[config.mk]
export PLATFORM = sky130hd
export DESIGN_NAME = c16_device_flat
export DESIGN_NICKNAME = d
export VERILOG_FILES = /design/src/hw/c16_pkg.sv /design/src/hw/c16_link_if.sv /design/src/hw/c16_fifo.sv /design/src/hw/c16_device.sv /design/src/flat_wrapper.sv
export VERILOG_INCLUDE_DIRS = /design/src /design/src/hw
export SDC_FILE = /design/constraint.sdc
export NUM_CORES = 1
export LEC_CHECK = 0
export BUFFER_PORTS_ARGS = -buffer_cell sky130_fd_sc_hd__buf_2
export CAP_MARGIN = 20
export CORE_MARGIN = 2
export CORE_UTILIZATION = 25
export CTS_BUF_LIST = sky130_fd_sc_hd__clkbuf_8
export DETAILED_ROUTE_END_ITERATION = 12
export SLEW_MARGIN = 20
export SYNTH_ARGS = -nofsm -noshare
export SYNTH_HDL_FRONTEND = slang
export SYNTH_SLANG_ARGS = --single-unit
export TNS_END_PERCENT = 5
[constraint.sdc]
create_clock -name clk -period 3.5 [get_ports clk]
set_input_delay 0.7 -clock clk [delete_from_list [all_inputs] [get_ports clk]]
set_output_delay 0.7 -clock clk [all_outputs]
set_load 0.03 [all_outputs]
[src/hw/c16_regs.svh]
`ifndef C16_REGS_SVH
`define C16_REGS_SVH

// ****************************************
// Frame constants
// ****************************************
`define C16_CLASS_ID    8'h56
`define C16_CMD_ID      8'h01
`define C16_EXT_FIRST   8'hf1
`define C16_POLY        16'h1021
`define C16_INIT        16'h1d0f

// ****************************************
// Length limits and buffer sizes
// ****************************************
`define C16_MIN_LEN     7'd6
`define C16_MIN_LEN_EXT 7'd7
`define C16_MAX_LEN     7'd64
`define C16_FIFO_DEPTH  8
`define C16_FIFO_AW     3
`define C16_FIFO_W      9

`endif

[src/hw/c16_pkg.sv]
`include "c16_regs.svh"

package c16_pkg;

   // ****************************************
   // Types
   // ****************************************
   typedef logic [7:0] c16_byte_t;

   typedef enum logic [1:0] {
      RX_RECV  = 2'b01,
      RX_DRAIN = 2'b10
   } c16_rx_e;

   typedef enum logic [5:0] {
      TX_IDLE = 6'b000001,
      TX_HDR0 = 6'b000010,
      TX_HDR1 = 6'b000100,
      TX_BODY = 6'b001000,
      TX_CRCH = 6'b010000,
      TX_CRCL = 6'b100000
   } c16_tx_e;

   // One byte into the checksum, msb first
   function automatic logic [15:0] c16_crc_step(input logic [15:0] crc, input logic [7:0] b);
      logic [15:0] c;
      logic        fb;
      c = crc;
      for (int i = 7; i >= 0; i--) begin
         fb = c[15] ^ b[i];
         c  = {c[14:0], 1'b0};
         if (fb) begin
            c = c ^ `C16_POLY;
         end
      end
      return c;
   endfunction

endpackage

[src/hw/c16_link_if.sv]
`timescale 1ns/1ps
`default_nettype none

interface c16_link_if;
   logic [7:0] req_data;
   logic       req_valid;
   logic       req_last;
   logic       req_ready;
   logic [7:0] rsp_data;
   logic       rsp_valid;
   logic       rsp_last;
   logic       rsp_ready;

   modport device (
      input  req_data, req_valid, req_last, rsp_ready,
      output req_ready, rsp_data, rsp_valid, rsp_last
   );
   modport node (
      output req_data, req_valid, req_last, rsp_ready,
      input  req_ready, rsp_data, rsp_valid, rsp_last
   );
endinterface

`default_nettype wire

[src/hw/c16_fifo.sv]
`timescale 1ns/1ps
`default_nettype none

module c16_fifo #(
   parameter int W     = 9,
   parameter int DEPTH = 8,
   parameter int AW    = 3
) (
   input  wire logic         clk,
   input  wire logic         reset,
   input  wire logic [W-1:0] in_data,
   input  wire logic         in_valid,
   output var  logic         in_ready,
   output var  logic [W-1:0] out_data,
   output var  logic         out_valid,
   input  wire logic         out_ready
);
   logic [W-1:0] mem [DEPTH];
   logic [AW-1:0] wp;
   logic [AW-1:0] rp;
   logic [AW:0]   cnt;
   logic [AW:0]   next_cnt;
   logic          push;
   logic          pop;

   assign push      = in_valid && in_ready;
   assign pop       = out_valid && out_ready;
   assign out_valid = (cnt != '0);
   assign out_data  = mem[rp];
   assign next_cnt  = cnt + (AW+1)'(push) - (AW+1)'(pop);

   always_ff @(posedge clk) begin
      if (reset) begin
         wp       <= '0;
         rp       <= '0;
         cnt      <= '0;
         in_ready <= 1'b0;
      end else begin
         if (push) begin
            wp <= wp + 1'b1;
         end
         if (pop) begin
            rp <= rp + 1'b1;
         end
         cnt      <= next_cnt;
         // Registered full flag keeps the source's ready free of logic
         in_ready <= (next_cnt != (AW+1)'(DEPTH));
      end
   end

   always_ff @(posedge clk) begin
      if (push) begin
         mem[wp] <= in_data;
      end
   end
endmodule

`default_nettype wire

[src/hw/c16_device.sv]
`timescale 1ns/1ps
`default_nettype none
`include "c16_regs.svh"

// Summary of operation
// - Frame starts with class 0x56, command 0x01
// - Then inner class, one or two bytes
// - Then one inner command byte
// - Then the inner payload bytes
// - Checksum: poly 0x1021, start 0x1d0f, unreflected
// - Checksum spans header through last payload
// - Checksum sent high byte then low
// - Wrapped request gets wrapped response
// - Plain request gets plain response
// - Wrapped form of every class accepted except class 0x56 itself (nested frames dropped)
// - Sender checks destination support before wrapping
// - Checksum layer is always outermost
// - Node info frame always lists class
// - Secure supported list never lists class
// - Wrapping applied last, instead of security
module c16_device (
   input  wire logic       clk,
   input  wire logic       reset,
   c16_link_if.device      link,
   output var  logic [7:0] cmd_data,
   output var  logic       cmd_valid,
   output var  logic       cmd_last,
   input  wire logic       cmd_ready,
   output var  logic       cmd_wrapped,
   output var  logic       rx_error,
   input  wire logic [7:0] resp_data,
   input  wire logic       resp_valid,
   input  wire logic       resp_last,
   output var  logic       resp_ready,
   output var  logic       adv_node_info,
   output var  logic       adv_secure_list
);
   // ****************************************
   // Receive side
   // ****************************************
   c16_pkg::c16_rx_e rx_state;
   c16_pkg::c16_rx_e next_rx_state;
   logic [7:0]  mem [64];
   logic [6:0]  cnt;
   logic [6:0]  len;
   logic [15:0] crc;
   logic [15:0] crc_p1;
   logic [7:0]  prev_byte;
   logic        first_cls, hdr_ok, ext_cls, nested, overflow;
   logic        take, is_wrapped, frame_bad, cmd_load;
   logic [6:0]  rd, rd_end;

   assign take     = link.req_valid && link.req_ready;
   assign len      = cnt + 7'd1;
   assign cmd_load = !cmd_valid || cmd_ready;

   assign is_wrapped = hdr_ok || (cnt == 7'd1 && first_cls && link.req_data == `C16_CMD_ID);

   always_comb begin
      frame_bad = 1'b0;
      if (is_wrapped) begin
         if (len < (ext_cls ? `C16_MIN_LEN_EXT : `C16_MIN_LEN)) begin
            frame_bad = 1'b1;
         end
         // covers all bytes before the checksum
         if ({prev_byte, link.req_data} != crc_p1) begin
            frame_bad = 1'b1;
         end
         if (nested) begin
            frame_bad = 1'b1;
         end
      end
      if (overflow || cnt == `C16_MAX_LEN) begin
         frame_bad = 1'b1;
      end
   end

   always_comb begin
      next_rx_state = rx_state;
      unique case (rx_state)
         c16_pkg::RX_RECV: begin
            if (take && link.req_last && !frame_bad) begin
               next_rx_state = c16_pkg::RX_DRAIN;
            end
         end
         c16_pkg::RX_DRAIN: begin
            if (cmd_load && rd == rd_end) begin
               next_rx_state = c16_pkg::RX_RECV;
            end
         end
      endcase
   end

   always_ff @(posedge clk) begin
      if (reset) begin
         rx_state       <= c16_pkg::RX_RECV;
         link.req_ready <= 1'b0;
      end else begin
         rx_state       <= next_rx_state;
         // Ready drops while a frame drains so the sender is held off
         link.req_ready <= (next_rx_state == c16_pkg::RX_RECV);
      end
   end

   // Frame collection and header flags
   always_ff @(posedge clk) begin
      if (reset) begin
         cnt       <= '0;
         first_cls <= 1'b0;
         hdr_ok    <= 1'b0;
         ext_cls   <= 1'b0;
         nested    <= 1'b0;
         overflow  <= 1'b0;
         prev_byte <= '0;
      end else if (take) begin
         prev_byte <= link.req_data;
         if (link.req_last) begin
            cnt      <= '0;
            hdr_ok   <= 1'b0;
            overflow <= 1'b0;
         end else if (cnt == `C16_MAX_LEN) begin
            overflow <= 1'b1;
         end else begin
            cnt <= cnt + 7'd1;
         end
         if (cnt == 7'd0) begin
            first_cls <= (link.req_data == `C16_CLASS_ID);
         end
         if (cnt == 7'd1) begin
            hdr_ok <= first_cls && (link.req_data == `C16_CMD_ID);
         end
         if (cnt == 7'd2) begin
            ext_cls <= (link.req_data >= `C16_EXT_FIRST);
            nested  <= (link.req_data == `C16_CLASS_ID);
         end
      end
   end

   always_ff @(posedge clk) begin
      if (take && cnt != `C16_MAX_LEN) begin
         mem[cnt[5:0]] <= link.req_data;
      end
   end

   // running checksum with one byte of history
   always_ff @(posedge clk) begin
      if (reset) begin
         crc    <= `C16_INIT;
         crc_p1 <= `C16_INIT;
      end else if (take) begin
         if (link.req_last) begin
            crc    <= `C16_INIT;
            crc_p1 <= `C16_INIT;
         end else begin
            crc    <= c16_pkg::c16_crc_step(crc, link.req_data);
            crc_p1 <= crc;
         end
      end
   end

   // good frames release the inner command, bad ones vanish
   always_ff @(posedge clk) begin
      if (reset) begin
         rx_error    <= 1'b0;
         cmd_wrapped <= 1'b0;
         rd          <= '0;
         rd_end      <= '0;
      end else begin
         rx_error <= take && link.req_last && frame_bad;
         if (take && link.req_last && !frame_bad) begin
            cmd_wrapped <= is_wrapped;
            // inner class, command and payload pass through
            rd          <= is_wrapped ? 7'd2 : 7'd0;
            rd_end      <= is_wrapped ? len - 7'd2 : len;
         end else if (rx_state == c16_pkg::RX_DRAIN && cmd_load && rd != rd_end) begin
            rd <= rd + 7'd1;
         end
      end
   end

   always_ff @(posedge clk) begin
      if (reset) begin
         cmd_valid <= 1'b0;
         cmd_data  <= '0;
         cmd_last  <= 1'b0;
      end else if (cmd_load) begin
         cmd_valid <= 1'b0;
         if (rx_state == c16_pkg::RX_DRAIN && rd != rd_end) begin
            cmd_valid <= 1'b1;
            cmd_data  <= mem[rd[5:0]];
            cmd_last  <= (rd == rd_end - 7'd1);
         end
      end
   end

   // ****************************************
   // Transmit side
   // ****************************************
   c16_pkg::c16_tx_e tx_state;
   logic [8:0]  f_data;
   logic        f_valid, f_ready, out_load, tx_wrap;
   logic [15:0] tcrc;

   assign out_load = !link.rsp_valid || link.rsp_ready;
   assign f_ready  = (tx_state == c16_pkg::TX_BODY) && out_load;

   c16_fifo #(
      .W     (`C16_FIFO_W),
      .DEPTH (`C16_FIFO_DEPTH),
      .AW    (`C16_FIFO_AW)
   ) u_resp_fifo (
      .clk       (clk),
      .reset     (reset),
      .in_data   ({resp_last, resp_data}),
      .in_valid  (resp_valid),
      .in_ready  (resp_ready),
      .out_data  (f_data),
      .out_valid (f_valid),
      .out_ready (f_ready)
   );

   always_ff @(posedge clk) begin
      if (reset) begin
         tx_state       <= c16_pkg::TX_IDLE;
         tx_wrap        <= 1'b0;
         tcrc           <= `C16_INIT;
         link.rsp_valid <= 1'b0;
         link.rsp_data  <= '0;
         link.rsp_last  <= 1'b0;
      end else if (out_load) begin
         link.rsp_valid <= 1'b0;
         link.rsp_last  <= 1'b0;
         unique case (tx_state)
            c16_pkg::TX_IDLE: begin
               tcrc <= `C16_INIT;
               if (f_valid) begin
                  // response follows the last request's form
                  tx_wrap  <= cmd_wrapped;
                  tx_state <= cmd_wrapped ? c16_pkg::TX_HDR0 : c16_pkg::TX_BODY;
               end
            end
            c16_pkg::TX_HDR0: begin
               link.rsp_valid <= 1'b1;
               link.rsp_data  <= `C16_CLASS_ID;
               tcrc           <= c16_pkg::c16_crc_step(tcrc, `C16_CLASS_ID);
               tx_state       <= c16_pkg::TX_HDR1;
            end
            c16_pkg::TX_HDR1: begin
               link.rsp_valid <= 1'b1;
               link.rsp_data  <= `C16_CMD_ID;
               tcrc           <= c16_pkg::c16_crc_step(tcrc, `C16_CMD_ID);
               tx_state       <= c16_pkg::TX_BODY;
            end
            c16_pkg::TX_BODY: begin
               if (f_valid) begin
                  link.rsp_valid <= 1'b1;
                  link.rsp_data  <= f_data[7:0];
                  link.rsp_last  <= f_data[8] && !tx_wrap;
                  tcrc           <= c16_pkg::c16_crc_step(tcrc, f_data[7:0]);
                  if (f_data[8]) begin
                     tx_state <= tx_wrap ? c16_pkg::TX_CRCH : c16_pkg::TX_IDLE;
                  end
               end
            end
            c16_pkg::TX_CRCH: begin
               link.rsp_valid <= 1'b1;
               link.rsp_data  <= tcrc[15:8];
               tx_state       <= c16_pkg::TX_CRCL;
            end
            c16_pkg::TX_CRCL: begin
               link.rsp_valid <= 1'b1;
               link.rsp_data  <= tcrc[7:0];
               link.rsp_last  <= 1'b1;
               tx_state       <= c16_pkg::TX_IDLE;
            end
         endcase
      end
   end

   always_ff @(posedge clk) begin
      adv_node_info   <= !reset;
      adv_secure_list <= 1'b0;
   end
endmodule

`default_nettype wire

[src/flat_wrapper.sv]
// flat-port wrapper written by rule: the top's interface ports become plain ports
module c16_device_flat 
  (clk, reset, cmd_data, cmd_valid, cmd_last, cmd_ready, cmd_wrapped, rx_error, resp_data, resp_valid, resp_last, resp_ready, adv_node_info, adv_secure_list, link_req_data, link_req_valid, link_req_last, link_rsp_ready, link_req_ready, link_rsp_data, link_rsp_valid, link_rsp_last);
  c16_link_if link_i ();
  input  wire logic clk;
  input  wire logic reset;
  output var  logic [7:0] cmd_data;
  output var  logic cmd_valid;
  output var  logic cmd_last;
  input  wire logic cmd_ready;
  output var  logic cmd_wrapped;
  output var  logic rx_error;
  input  wire logic [7:0] resp_data;
  input  wire logic resp_valid;
  input  wire logic resp_last;
  output var  logic resp_ready;
  output var  logic adv_node_info;
  output var  logic adv_secure_list;
  input wire logic [$bits(link_i.req_data)-1:0] link_req_data;
  input wire logic [$bits(link_i.req_valid)-1:0] link_req_valid;
  input wire logic [$bits(link_i.req_last)-1:0] link_req_last;
  input wire logic [$bits(link_i.rsp_ready)-1:0] link_rsp_ready;
  output wire logic [$bits(link_i.req_ready)-1:0] link_req_ready;
  output wire logic [$bits(link_i.rsp_data)-1:0] link_rsp_data;
  output wire logic [$bits(link_i.rsp_valid)-1:0] link_rsp_valid;
  output wire logic [$bits(link_i.rsp_last)-1:0] link_rsp_last;
  assign link_i.req_data = link_req_data;
  assign link_i.req_valid = link_req_valid;
  assign link_i.req_last = link_req_last;
  assign link_i.rsp_ready = link_rsp_ready;
  assign link_req_ready = link_i.req_ready;
  assign link_rsp_data = link_i.rsp_data;
  assign link_rsp_valid = link_i.rsp_valid;
  assign link_rsp_last = link_i.rsp_last;
  c16_device u_core (.clk(clk), .reset(reset), .link(link_i), .cmd_data(cmd_data), .cmd_valid(cmd_valid), .cmd_last(cmd_last), .cmd_ready(cmd_ready), .cmd_wrapped(cmd_wrapped), .rx_error(rx_error), .resp_data(resp_data), .resp_valid(resp_valid), .resp_last(resp_last), .resp_ready(resp_ready), .adv_node_info(adv_node_info), .adv_secure_list(adv_secure_list));
endmodule
==> impl_metrics.json <==
{
  "io_buffers": 48,
  "tightest_slew_ps": 955,
  "ios": 50,
  "drtIter0Drc": 1427,
  "initial_core_util_pct": 25.3,
  "hold_violations": 0,
  "clock_sinks": 713,
  "pwr-share-clk_pct": 37.4,
  "grt_pass1_vias": 17600,
  "vias": 17300,
  "place_area_mm2": 0.0327,
  "overflow": 0,
  "coreArea_mm2": 0.118,
  "synthCells": 1943,
  "internal_power_uw": 13700,
  "design_area_mm2": 0.0349,
  "drive_gt1_share_pct": 22.0,
  "synth.distinct_cells": 84,
  "drv_slew": 0,
  "numCtsBuffers": 111,
  "period_needed_ps": 3040,
  "critical_path_class": "register to register",
  "synthToLayoutAreaGrowth_pct": 16.5,
  "slew-limit-headroom_pct": 35.9,
  "r2r_cells": 10,
  "synth_area_mm2": 0.0299,
  "critPathRequiredTime_ps": 4070,
  "final_util_pct": 29.5,
  "wl_mm": 75.2,
  "syn_area_per_cell_um2": 15.4,
  "ys_seq_elements": 713,
  "m1WireLength_mm": 32.1,
  "r2r_slack_ps": 460,
  "num-fill-cells": 11800,
  "viasPerCell": 4.55,
  "crit_path_end_kind": "register",
  "p_leak_uw": 0.0111,
  "reg2reg_to": "u_core.u_resp_fifo.in_ready",
  "pre_cts_slack_ps": 459,
  "r2r_start": "u_core.tx_state[0]",
  "wl_met2_mm": 35.8,
  "grtUsageTotal_pct": 12.1,
  "cts_root_buffer": "clkbuf_8",
  "die_h_um": 350,
  "crit_arrival_ps": 3610,
  "grt_max_degree": 95,
  "clkTransAtPathRegs_ps": 60,
  "maxCapViolCount": 0,
  "synthArstFlopShare_pct": 0,
  "rows": 126,
  "syn-num-nets": 1983,
  "critPathMostFrequentCell": "ha_1",
  "hold_class": "input pin to register",
  "power.share.switching_pct": 26.0,
  "drc": 0,
  "rsz0062_at_grt": "no",
  "p_comb_share_pct": 11.2,
  "dr.max_layer_used": "met4",
  "holdPathStages": 1,
  "cp_cell_sequence": "or4_4 -> or2_1 -> nor3_4 -> ha_1 -> inv_1 -> ha_1 -> fa_1 -> xnor2_1 -> nor4b_1 -> nor2_1",
  "place_hpwl_mm": 49.1,
  "critPathTopFamily": "simple AND/OR/NAND/NOR gates",
  "finalSetupTns_ps": 0,
  "max_clock_freq_mhz": 329,
  "antenna_left": 0,
  "nNetsFinal": 2153,
  "gp_congestion": 0.811,
  "htree_levels": 3,
  "critPathCapture": "u_core.u_resp_fifo.in_ready",
  "critPathLaunchType": "register",
  "die_w_um": 350,
  "worst-path-stages": 10,
  "postCtsHoldBufs": 0,
  "cp_num_buf_inv": 1,
  "finalCritPeriodShare_pct": 86.8,
  "antenna_found_initial": 10,
  "met3WireLength_mm": 5.42,
  "setup_viol": 0,
  "dr.pass1.iters": 5,
  "p_sw_uw": 4800,
  "fin_ws_ps": 464,
  "ys_warn_count": 0,
  "power.share.sequential_pct": 51.4,
  "vdd_drop_max_mv": 0.341,
  "cpMaxStageDelayCell": "or4_4",
  "clockBufferDepth": 3,
  "clock_latency_ps": 750,
  "power_density_mw_per_mm2": 531,
  "wl_per_cell_um": 19.7,
  "synth_flop_cell": "edfxtp_1",
  "slowest_delay_ps": 590,
  "cp_max_fo": 6,
  "crit_start": "u_core.tx_state[0]",
  "grt_pass1_wl_mm": 112,
  "fin_skew_ps": 67.2,
  "cts_tree": "built",
  "outcome": "complete, no violations",
  "dieArea_mm2": 0.123,
  "yosysSeqAreaShare_pct": 67.2,
  "cts_post_setup_buffers_inserted": 0,
  "cts_resized": 0,
  "synth_edf_count": 584
}
power groups by stage:
stage          Clock, uW  Sequential [uW]  Combinational, uW
2_1_floorplan          0             9670               1480
3_3_place_gp           0             9680               2070
3_5_place_dp           0             9690               2080
4_1_cts             7110             9510               2090
5_1_grt             7480             9520               2270
6_report            6910             9510               2080
final cells by class:
type,count,area [um2],area share (%)
diodes,6,15.0,0.0430
clock buffers,122,1680,4.81
clock inverters,83,531,1.52
inverters,19,71.3,0.204
multi-input cells,1096,9190,26.3
flip-flops and latches,713,20100,57.7
well taps,1600,2000,5.74
repair buffers,172,1260,3.62
routing by layer:
metal	up-vias	GRT usage [%]
li1	7888	-
met2	536	20.0
met1	8775	15.9
met5	-	0
met3	124	2.61
met4	0	3.70
worst min path at each step:
stage                               start                      endpoint  slack [ps]
final                        resp_data[2]  u_core.u_resp_fifo.mem[3][2]         260
after global routing         resp_data[2]  u_core.u_resp_fifo.mem[3][2]         230
after detailed placement  u_core.cmd_last               u_core.cmd_last         460
after CTS                    resp_data[2]  u_core.u_resp_fifo.mem[3][2]         190
after global placement    u_core.cmd_last               u_core.cmd_last         450
after floorplan             u_core.nested                 u_core.nested         440
logic make-up after synthesis:
logic type                 after synthesis  synth area share [%]
DFF                                    713                  67.2
and+or+nand+nor                        456                  7.43
AOI/OAI and AO/OA                      278                  6.17
muxes                                  218                  12.7
buffers and inverters                  134                  2.09
xor gates and xnor gates               127                  3.72
adders and majority gates               16                 0.694
other                                    1                0.0125
per-stage QoR:
step,power [uW],hold slack [ps],std cells
detailed placement,11800,456,3600
CTS,18700,190,3805
global route,19300,226,3807
floorplan,11100,437,1943
global placement,11800,450,3600
finish,18500,264,3811
placed cells by master (no fill, tap or decap), types with 67 or more instances in the layout:
cell type / n
buf_4: 118
mux2i_1: 85
a21oi_1: 75
nand2_1: 121
xnor2_1: 67
mux4_2: 128
nor2_1: 141
edfxtp_1: 584
clkbuf_8: 122
dfxtp_1: 125
registers in the layout, indices dropped and copies added (netlist names), 2 cells and up, named ones only:
| name | flops |
|---|---|
| u_core.cmd_data | 8 |
| u_core.cnt | 7 |
| u_core.crc | 16 |
| u_core.crc_p1 | 16 |
| u_core.link.rsp_data | 8 |
| u_core.mem | 512 |
| u_core.prev_byte | 8 |
| u_core.rd | 7 |
| u_core.rd_end | 7 |
| u_core.rx_state | 2 |
| u_core.tcrc | 16 |
| u_core.tx_state | 6 |
| u_core.u_resp_fifo.cnt | 4 |
| u_core.u_resp_fifo.mem | 72 |
| u_core.u_resp_fifo.rp | 3 |
| u_core.u_resp_fifo.wp | 3 |
synth_stat cells, types with 16 or more instances:
| master | count | area [um2] |
|---|---|---|
| mux4_2 | 128 | 2880 |
| nor3_1 | 25 | 125 |
| xnor2_1 | 67 | 587 |
| clkbuf_1 | 61 | 229 |
| nor2b_1 | 16 | 100 |
| o21ai_0 | 33 | 165 |
| a21oi_1 | 75 | 375 |
| inv_1 | 17 | 63.8 |
| mux2i_1 | 85 | 851 |
| buf_2 | 32 | 160 |
| o22ai_1 | 16 | 100 |
| nor2_1 | 141 | 529 |
| a31oi_1 | 16 | 100 |
| dfxtp_1 | 129 | 2580 |
| xor2_1 | 60 | 526 |
| edfxtp_1 | 584 | 17500 |
| nand2_1 | 122 | 458 |
| a22oi_1 | 49 | 368 |
| nand3b_1 | 16 | 120 |
| nand2b_1 | 17 | 106 |
| nand3_1 | 45 | 225 |
Note: power is estimated with default switching activity, not from simulation.
